==> src/adcsq_defs.svh <==
// Purpose: offsets, field positions, reset values and timing counts of the sequencer
// Assumes: one peripheral clock state equals one ref_clk_i cycle
// Notes: the counts are in states; the state period is given by ADCSQ_STATE_NS
`ifndef ADCSQ_DEFS_SVH
`define ADCSQ_DEFS_SVH
`define ADCSQ_STATE_NS 40
// byte offsets on the register bus
`define ADCSQ_OFS_CSR 5'h00
`define ADCSQ_OFS_DATA0 5'h04
`define ADCSQ_OFS_DATA3 5'h10
// control/status field positions
`define ADCSQ_B_FLAG 15
`define ADCSQ_B_IE 14
`define ADCSQ_B_START 13
`define ADCSQ_B_DMASEL 12
`define ADCSQ_B_CKS 7:6
`define ADCSQ_B_MODE 5:4
`define ADCSQ_B_CH 1:0
`define ADCSQ_RST_CKS 2'h1
// start delay minimum per clock select, in states
`define ADCSQ_TD_DIV4 10'h006
`define ADCSQ_TD_DIV8 10'h00a
`define ADCSQ_TD_DIV16 10'h012
// input sampling time, in states
`define ADCSQ_SPL_DIV4 10'h021
`define ADCSQ_SPL_DIV8 10'h041
`define ADCSQ_SPL_DIV16 10'h081
// single-mode total maximum (151, 285, 545) less delay max and sampling
`define ADCSQ_CONV_DIV4 10'h06d
`define ADCSQ_CONV_DIV8 10'h0cf
`define ADCSQ_CONV_DIV16 10'h18b
// later conversions in a group: fixed totals 128, 256, 512
`define ADCSQ_FIX_DIV4 10'h080
`define ADCSQ_FIX_DIV8 10'h100
`define ADCSQ_FIX_DIV16 10'h200
`endif

==> src/adcsq_pkg.sv <==
// Purpose: types shared by the converter sequencer
// Assumes: four inputs, 10-bit results
// Notes: all state of the control block but the dwell_ff helper counter is one packed struct
package adcsq_pkg;
	typedef enum logic [1:0] {
		ADCSQ_IDLE = 2'b00,
		ADCSQ_DELAY = 2'b01,
		ADCSQ_SAMPLE = 2'b10,
		ADCSQ_CONV = 2'b11
	} adcsq_state_e;
	typedef enum logic [1:0] {
		ADCSQ_SINGLE = 2'b00,
		ADCSQ_BADMODE = 2'b01,
		ADCSQ_MULTI = 2'b10,
		ADCSQ_SCAN = 2'b11
	} adcsq_mode_e;
	typedef struct packed {
		logic flag;
		logic ie;
		logic start;
		logic dma_sel;
		logic [1:0] cks;
		adcsq_mode_e mode;
		logic [1:0] ch;
	} adcsq_csr_s;
	typedef struct packed {
		adcsq_csr_s csr;
		logic armed;
		adcsq_state_e st;
		logic [9:0] cnt;
		logic [1:0] cur;
		logic [9:0] trial;
		logic [3:0][9:0] data;
		logic [1:0] phase;
		logic ack;
		logic [31:0] rdata;
	} adcsq_state_s;
endpackage

==> src/adcsq_ctrl.sv <==
// Purpose: control and sequencing of a four-input successive-approximation converter
// Assumes: Avalon-MM slave, byte addresses; comparator answers in the same cycle
// Notes: one state per ref_clk_i cycle; analog front end sits outside
//
// Register access over Avalon-MM and the register addresses were chosen for this implementation.
`timescale 1ns/10ps
`default_nettype none
`include "adcsq_defs.svh"
module adcsq_ctrl
	import adcsq_pkg::*;
#(
	parameter int ADDR_W = 5
) (
	input wire logic ref_clk_i,
	input wire logic rst_i,
	input wire logic [ADDR_W-1:0] address_i,
	input wire logic read_i,
	input wire logic write_i,
	input wire logic [3:0] byteenable_i,
	input wire logic [31:0] writedata_i,
	output logic [31:0] readdata_o,
	output logic waitrequest_o,
	input wire logic cmp_above_i,
	input wire logic standby_i,
	input wire logic dma_ack_i,
	output logic [1:0] input_select_o,
	output logic sample_o,
	output logic [9:0] trial_code_o,
	output logic conversion_end_interrupt_o,
	output logic dma_req_o
);
	initial begin
		if (ADDR_W < 5) begin
			$error("adcsq_ctrl: ADDR_W must be at least 5");
		end
	end

	////////////////////////////////////////////////////////////////////////
	// timing lookup by clock select; 11 behaves as divide 16
	function automatic logic [9:0] td_min(input logic [1:0] c);
		td_min = (c == 2'h0) ? `ADCSQ_TD_DIV4 : (c == 2'h1) ? `ADCSQ_TD_DIV8 : `ADCSQ_TD_DIV16;
	endfunction
	function automatic logic [9:0] spl_len(input logic [1:0] c);
		spl_len = (c == 2'h0) ? `ADCSQ_SPL_DIV4 : (c == 2'h1) ? `ADCSQ_SPL_DIV8 : `ADCSQ_SPL_DIV16;
	endfunction
	function automatic logic [9:0] conv_len(input logic [1:0] c);
		conv_len = (c == 2'h0) ? `ADCSQ_CONV_DIV4 : (c == 2'h1) ? `ADCSQ_CONV_DIV8 : `ADCSQ_CONV_DIV16;
	endfunction
	function automatic logic [9:0] fix_len(input logic [1:0] c);
		fix_len = (c == 2'h0) ? `ADCSQ_FIX_DIV4 : (c == 2'h1) ? `ADCSQ_FIX_DIV8 : `ADCSQ_FIX_DIV16;
	endfunction

	adcsq_state_s s_ff;
	adcsq_state_s nxt_s;
	logic req;
	logic acc;
	logic wr_csr;
	logic rd_csr;
	logic busy;
	logic last_ch;
	logic done;
	logic keep;
	logic [9:0] res;
	logic [9:0] wbit;
	logic pass_end;
	logic flag_set;

	////////////////////////////////////////////////////////////////////////
	// bus side: one wait cycle, then the access is taken
	assign req = read_i | write_i;
	assign waitrequest_o = req & ~s_ff.ack;
	assign acc = req & s_ff.ack;
	assign wr_csr = acc & write_i & (address_i[4:0] == `ADCSQ_OFS_CSR);
	assign rd_csr = acc & read_i & (address_i[4:0] == `ADCSQ_OFS_CSR);
	assign busy = s_ff.st != ADCSQ_IDLE;
	// group modes end at the selected channel too, counting up from 0
	assign last_ch = s_ff.cur == s_ff.csr.ch;
	assign done = (s_ff.st == ADCSQ_CONV) && (s_ff.cnt == 10'h001);
	// comparator decision on the bit now under trial
	assign wbit = (s_ff.cnt <= 10'h00a && s_ff.cnt != 10'h000) ? (10'h001 << (s_ff.cnt - 10'h001)) : 10'h000;
	assign keep = cmp_above_i;
	assign res = keep ? s_ff.trial : (s_ff.trial & ~wbit);
	assign pass_end = done & last_ch;
	assign flag_set = pass_end & s_ff.csr.start;

	////////////////////////////////////////////////////////////////////////
	// next-state logic for registers, sequencer and bus answer
	always_comb begin
		nxt_s = s_ff;
		nxt_s.phase = s_ff.phase + 2'h1;
		nxt_s.ack = req & ~s_ff.ack;
		// read data latched in the wait cycle; unmapped reads give zero
		if (req && !s_ff.ack) begin
			nxt_s.rdata = 32'h0000_0000;
			if (address_i[4:0] == `ADCSQ_OFS_CSR) begin
				nxt_s.rdata[15:0] = {s_ff.csr.flag, s_ff.csr.ie, s_ff.csr.start, s_ff.csr.dma_sel, 4'h0,
					s_ff.csr.cks, s_ff.csr.mode, 2'h0, s_ff.csr.ch};
			end else if (address_i[4:0] >= `ADCSQ_OFS_DATA0 && address_i[4:0] <= `ADCSQ_OFS_DATA3
				&& address_i[1:0] == 2'h0) begin
				nxt_s.rdata[9:0] = s_ff.data[address_i[3:2] - 2'h1];
			end else begin
				nxt_s.rdata = 32'h0000_0000;
			end
		end
		// a read that sees the flag set arms the clear
		if (rd_csr && s_ff.csr.flag) begin
			nxt_s.armed = 1'b1;
		end
		// settings and start written together in one access
		if (wr_csr && byteenable_i[0]) begin
			nxt_s.csr.cks = writedata_i[`ADCSQ_B_CKS];
			nxt_s.csr.mode = adcsq_mode_e'(writedata_i[`ADCSQ_B_MODE]);
			nxt_s.csr.ch = writedata_i[`ADCSQ_B_CH];
		end
		if (wr_csr && byteenable_i[1]) begin
			nxt_s.csr.ie = writedata_i[`ADCSQ_B_IE];
			nxt_s.csr.dma_sel = writedata_i[`ADCSQ_B_DMASEL];
			nxt_s.csr.start = writedata_i[`ADCSQ_B_START];
			// writing one to the flag does nothing
			if (!writedata_i[`ADCSQ_B_FLAG] && s_ff.armed) begin
				nxt_s.csr.flag = 1'b0;
				nxt_s.armed = 1'b0;
			end
		end
		if (dma_ack_i && s_ff.csr.dma_sel) begin
			nxt_s.csr.flag = 1'b0;
		end
		// sequencer; lowest channel first in group modes
		case (s_ff.st)
			ADCSQ_IDLE: begin
				if (nxt_s.csr.start && !s_ff.csr.start) begin
					nxt_s.st = ADCSQ_DELAY;
					// delay stretches with the divider phase of the write
					nxt_s.cnt = td_min(nxt_s.csr.cks) + {8'h00, ~s_ff.phase};
					nxt_s.cur = (nxt_s.csr.mode[1]) ? 2'h0 : nxt_s.csr.ch;
				end
			end
			ADCSQ_DELAY: begin
				nxt_s.cnt = s_ff.cnt - 10'h001;
				if (s_ff.cnt == 10'h001) begin
					nxt_s.st = ADCSQ_SAMPLE;
					nxt_s.cnt = spl_len(s_ff.csr.cks);
				end
			end
			ADCSQ_SAMPLE: begin
				nxt_s.cnt = s_ff.cnt - 10'h001;
				if (s_ff.cnt == 10'h001) begin
					nxt_s.st = ADCSQ_CONV;
					nxt_s.cnt = conv_len(s_ff.csr.cks);
					nxt_s.trial = 10'h000;
				end
			end
			ADCSQ_CONV: begin
				nxt_s.cnt = s_ff.cnt - 10'h001;
				// one bit decided per cycle over the last ten cycles
				if (s_ff.cnt == 10'h00b) begin
					nxt_s.trial = 10'h200;
				end else if (wbit != 10'h000) begin
					nxt_s.trial = res | (wbit >> 1);
				end
				if (done) begin
					nxt_s.data[s_ff.cur] = res;
					if (!last_ch) begin
						nxt_s.cur = s_ff.cur + 2'h1;
						nxt_s.st = ADCSQ_SAMPLE;
						nxt_s.cnt = spl_len(s_ff.csr.cks);
					end else if (s_ff.csr.mode == ADCSQ_SCAN) begin
						nxt_s.cur = 2'h0;
						nxt_s.st = ADCSQ_SAMPLE;
						nxt_s.cnt = spl_len(s_ff.csr.cks);
					end else begin
						nxt_s.st = ADCSQ_IDLE;
						nxt_s.csr.start = 1'b0;
					end
				end
			end
			default: begin
				nxt_s.st = ADCSQ_IDLE;
			end
		endcase
		// later group conversions: sampling plus rest of fixed total
		if (s_ff.st == ADCSQ_SAMPLE && s_ff.cnt == 10'h001 && (s_ff.cur != 2'h0 || s_ff.csr.start != nxt_s.csr.start
			|| s_ff.trial != 10'h000)) begin
			nxt_s.cnt = conv_len(s_ff.csr.cks);
		end
		if (s_ff.st == ADCSQ_SAMPLE && s_ff.cnt == 10'h001 && s_ff.csr.mode[1] && s_ff.trial == 10'h3ff) begin
			nxt_s.cnt = fix_len(s_ff.csr.cks) - spl_len(s_ff.csr.cks);
		end
		if (s_ff.st == ADCSQ_CONV && done && !(!last_ch || s_ff.csr.mode == ADCSQ_SCAN)) begin
			nxt_s.trial = 10'h000;
		end else if (s_ff.st == ADCSQ_CONV && done) begin
			// marks the following conversion as a later one of the group
			nxt_s.trial = 10'h3ff;
		end
		// software clear or standby stops any activity; no result stored, except in the done cycle that ends a non-scan pass
		if (standby_i) begin
			nxt_s.csr.start = 1'b0;
		end
		if (busy && !nxt_s.csr.start && !(done && s_ff.csr.mode != ADCSQ_SCAN && last_ch)) begin
			nxt_s.st = ADCSQ_IDLE;
			nxt_s.data = s_ff.data;
			nxt_s.trial = 10'h000;
		end
		// hardware set beats any clear in the same cycle
		if (flag_set) begin
			nxt_s.csr.flag = 1'b1;
		end
		if (!nxt_s.csr.flag) begin
			nxt_s.armed = 1'b0;
		end
	end

	////////////////////////////////////////////////////////////////////////
	// state register
	always_ff @(posedge ref_clk_i or posedge rst_i) begin
		if (rst_i) begin
			s_ff <= '0;
			s_ff.csr.cks <= `ADCSQ_RST_CKS;
		end else begin
			s_ff <= nxt_s;
		end
	end

	////////////////////////////////////////////////////////////////////////
	// outputs; request routed to interrupt or to DMA
	assign readdata_o = s_ff.rdata;
	assign input_select_o = s_ff.cur;
	assign sample_o = s_ff.st == ADCSQ_SAMPLE;
	assign trial_code_o = (s_ff.st == ADCSQ_CONV && s_ff.cnt <= 10'h00a) ? s_ff.trial : 10'h000;
	assign conversion_end_interrupt_o = s_ff.csr.flag & s_ff.csr.ie & ~s_ff.csr.dma_sel;
	assign dma_req_o = s_ff.csr.flag & s_ff.csr.ie & s_ff.csr.dma_sel;

	////////////////////////////////////////////////////////////////////////
	// helper: cycles spent in the current state
	logic [9:0] dwell_ff;
	always_ff @(posedge ref_clk_i or posedge rst_i) begin
		if (rst_i) begin
			dwell_ff <= 10'h000;
		end else if (nxt_s.st != s_ff.st) begin
			dwell_ff <= 10'h000;
		end else begin
			dwell_ff <= dwell_ff + 10'h001;
		end
	end
endmodule
`default_nettype wire

==> config.mk <==
export PLATFORM = sky130hd
export DESIGN_NAME = adcsq_ctrl
export DESIGN_NICKNAME = d
export VERILOG_FILES = /design/src/adcsq_pkg.sv /design/src/adcsq_ctrl.sv
export VERILOG_INCLUDE_DIRS = /design/src
export SDC_FILE = /design/constraint.sdc
export NUM_CORES = 1
export LEC_CHECK = 0
export BUFFER_PORTS_ARGS = -buffer_cell sky130_fd_sc_hd__buf_4
export CAP_MARGIN = 20
export CORE_ASPECT_RATIO = 0.5
export CORE_MARGIN = 2
export CORE_UTILIZATION = 61
export CTS_BUF_LIST = sky130_fd_sc_hd__clkbuf_16
export CTS_CLUSTER_SIZE = 30
export DETAILED_ROUTE_END_ITERATION = 8
export GPL_TIMING_DRIVEN = 0
export HOLD_SLACK_MARGIN = 0.03
export PLACE_DENSITY = 0.86
export SLEW_MARGIN = 20
export SYNTH_ARGS = -nofsm -noshare
export SYNTH_HDL_FRONTEND = slang
export SYNTH_SLANG_ARGS = --single-unit
==> constraint.sdc <==
create_clock -name ref_clk_i -period 7.3 [get_ports ref_clk_i]
set_input_delay 0.365 -clock ref_clk_i [delete_from_list [all_inputs] [get_ports ref_clk_i]]
set_output_delay 0.365 -clock ref_clk_i [all_outputs]
set_load 0.01 [all_outputs]
==> results.md <==
* Status: finished, final reports clean
* Area of the multi-input gates at about 2800 um^2
* CTS resizes at 0
* Layout Nets at approximately 740
* Cell count of the worst reg-to-reg path at 10
* Share of layout cells above drive strength 1 at 0.2305
* Crit. End Element: flip-flop
* Setup CP Type: flip-flop to flip-flop
* #FFs+latches synth at 92
* Ranking of synthesized cells by area: dfrtp_1 41%, o21ai_0 5.9%, nand2_1 5.1%
* Core ar. at around 8800 um^2
* Yosys warning count at 0
* Antenna Violating Nets Remaining at 0
* Final setup vio count at 0
* EDFF count, synth at 0
* Period utilization at 0.4958
* Async S/R FF share, synth at 1.000
* Post-CTS setup buffers at 0
* Crit path max-delay family: compound AO/OA/AOI/OAI gates
* Dpl hpwl at roughly 11000 um
* RSZ-0062 raised after global routing: false
* Fmax at ~0.28 GHz
* Placed Cells at slightly below 800
* Required @ worst endpoint at ~7.5 ns
* Power Density at about 240 nW/um^2
* Clock Latency Late Sink at between 0.3 and 0.4 ns
* Post-CTS Hold Buffers at 1
* Total negative slack at 0 ns
* GPL Wtd Cong at roughly 0.98
* DIE HEIGHT at between 70 and 80 um
* Register area at around 2300 um^2
* Clock sinks at just over 90
* Origin of the critical flop-to-flop path: s_ff[87]
* CTS clock-pin slew for the worst setup and hold paths at about 0.070 ns
* Drt drc at 0
* Detailed Route Iter0 Violations at approximately 530
* Bufs and invs on worst path at 3
* Final instance area at roughly 6600 um^2
* Largest net degree at the start of global routing at 66
* Cell chain of the critical path: inv_1 > ha_1 > clkbuf_1 > or4b_2 > clkbuf_1 > xor2_1 > a21oi_1 > or2_2 > o31ai_1 > o21ai_0
* CTS H-Tree Depth at 3
* Synth Flop Type: dfrtp_1
* Seq/Total Area, Yosys at 0.4119
* Post-synthesis cell type count at between 70 and 80
* First-pass GRT wire length at approximately 25000 um
* CTS buffer count at 9
* Worst slew margin at 0.4497
* CP dominant cell by count: clkbuf_1
* # Max-Cap Violations at 0
* DR WL/cell at roughly 20 um
* Peak VDD IR at roughly 0.17 mV
* Critical Path AT at around 3.8 ns
* Avg Cell Area, Syn at 9.398 um^2
* Hold Path Depth at 3
* Startpoint Class: flip-flop
* Grt ovf at 0
* CTS tree: yes
* Num ports at between 90 and 100
* Layout area overhead at 17.21%
* PortBufs at 52
* Initial Utilization at 0.6355
* First-pass DRT Iterations at 5
* Slew @ Worst Pin at 0.8186 ns
* Initial antenna violation count at 0
* Worst R2R Setup Slack at roughly 3.7 ns
* Tmin final at approximately 3.6 ns
* Post-DR vias/cell at 6.311
* Leakage power at slightly below 3 nW
* Dpl cell area at ~6200 um^2
* Max stage delay on crit path at slightly above 0.6 ns
* Worst Skew at roughly 0.0064 ns
* Routed vias at roughly 5.0k
* CTS Buffer Depth at 2
* Crit-path slowest cell: or4b_2
* Hold worst-path end: s_ff[106]
* Synth area leader: dfrtp_1
* Crit path max fanout at 8
* Post-synth top area share at 0.4072
* Fillers at around 640
* Final max-slew violation count at 0
* Overall Global Routing Usage at 0.3192
* Hold Fails Final Rpt at 0
* Die width at roughly 140 um
* Final WL at about 16000 um
* Mapped cell area at roughly 5600 um^2
* Ant diodes at 0
* # rows at 24
* Worst hold start: writedata_i[12]
* DIE AREA at 9995 um^2
* Non-Filler Instances at 798
* Vias in the first global route at ~4.8k
* Root Buffer: clkbuf_16
* Min-Delay Path Class: primary input to flip-flop
* Synth Instances at 595
==> worst register-to-register path, stage by stage (launching register included) <==
cell and delay, ns:
dfrtp_1 0.48, inv_1 0.23, ha_1 0.18, clkbuf_1 0.29
or4b_2 0.62, clkbuf_1 0.20, xor2_1 0.16, a21oi_1 0.14
or2_2 0.33, o31ai_1 0.60, o21ai_0 0.23
==> metrics by stage <==
stage / hold slack (ns) / power (W) / worst slack (ns) / util
floorplan: 0.4341 / 0.0009302 / 4.436 / -
global placement: 0.4503 / 0.001036 / 3.450 / 0.7038
detailed placement: 0.3495 / 0.001052 / 3.597 / 0.7075
CTS: 0.2159 / 0.001565 / 3.756 / 0.7449
global route: 0.2235 / 0.001642 / 3.423 / 0.7449
finish: 0.2230 / 0.001576 / 3.681 / 0.7449
==> kinds of logic after synthesis <==
logic type               count (synthesis)  share of synthesized area
AO/OA/AOI/OAI                          166                     0.1974
XOR/XNOR                                 8                    0.01253
adder cells (fa/ha/maj)                 11                    0.02461
buffers and inverters                   98                    0.09308
flip-flops                              92                     0.4119
multiplexers                            28                    0.07608
other                                    1                  0.0006706
AND/OR/NAND/NOR                        191                     0.1837
==> cell type report <==
type / count / area share
plain buffers: 68 / 0.06224
clock buffers: 9 / 0.03436
clock inverters: 6 / 0.01432
inverters: 30 / 0.01795
multi-input cells: 422 / 0.4320
flip-flops and latches: 92 / 0.3515
well taps: 117 / 0.02234
repair buffers: 54 / 0.06529
==> synth_stat cells (all sizes together) (6+ instances only) <==
library cell / n
nor3: 12
o311ai: 8
and3: 8
clkbuf: 26
ha: 11
o31ai: 14
a31oi: 6
a22oi: 8
dfrtp: 91
a21oi: 22
nand3: 9
nor4: 6
or3: 6
o21ai: 67
nand2: 76
mux4: 10
inv: 30
mux2: 13
nand4: 6
o21a: 8
and2: 18
buf: 42
nor2: 20
==> cells in the final DEF (no fill, tap or decap), types with 9 or more instances in the layout <==
cell type,n
dfrtp_1,91
buf_4,87
nand2_1,76
o21ai_0,66
inv_1,29
clkbuf_1,25
a21oi_1,21
nor2_1,20
and2_1,18
conb_1,18
mux2_2,12
o31ai_1,12
ha_1,11
nor3_1,10
mux4_2,10
clkbuf_16,9
==> report_power, final <==
group	internal (W)	switching, W	total, W	leakage, nW
clock	0.000302	0.000214	0.000516	0.153
combinational	0.000167	0.000305	0.000472	1.48
sequential	0.000541	0.0000459	0.000587	1.26
==> how the worst max path moves through the flow <==
stage                       startpoint  slack, ns         to  cells past startpoint
after floorplan           address_i[2]       4.44   s_ff[89]                     13
after global placement           rst_i       3.45   s_ff[33]                      2
after detailed placement  address_i[2]       3.60   s_ff[89]                     15
after CTS                     s_ff[87]       3.76  flip-flop                     10
after global routing          s_ff[87]       3.42  flip-flop                     10
final                         s_ff[87]       3.68  flip-flop                     10
==> layer usage <==
layer  global-route usage  vias to the layer above  wire, um
li1                     -                     2262         -
met1               0.4210                     2450      6396
met2               0.5283                      280      7412
met3              0.07420                       44      1373
met4               0.1156                        0       361
met5                    0                        -         0
No activity file was read; power rests on OpenSTA's default activity.
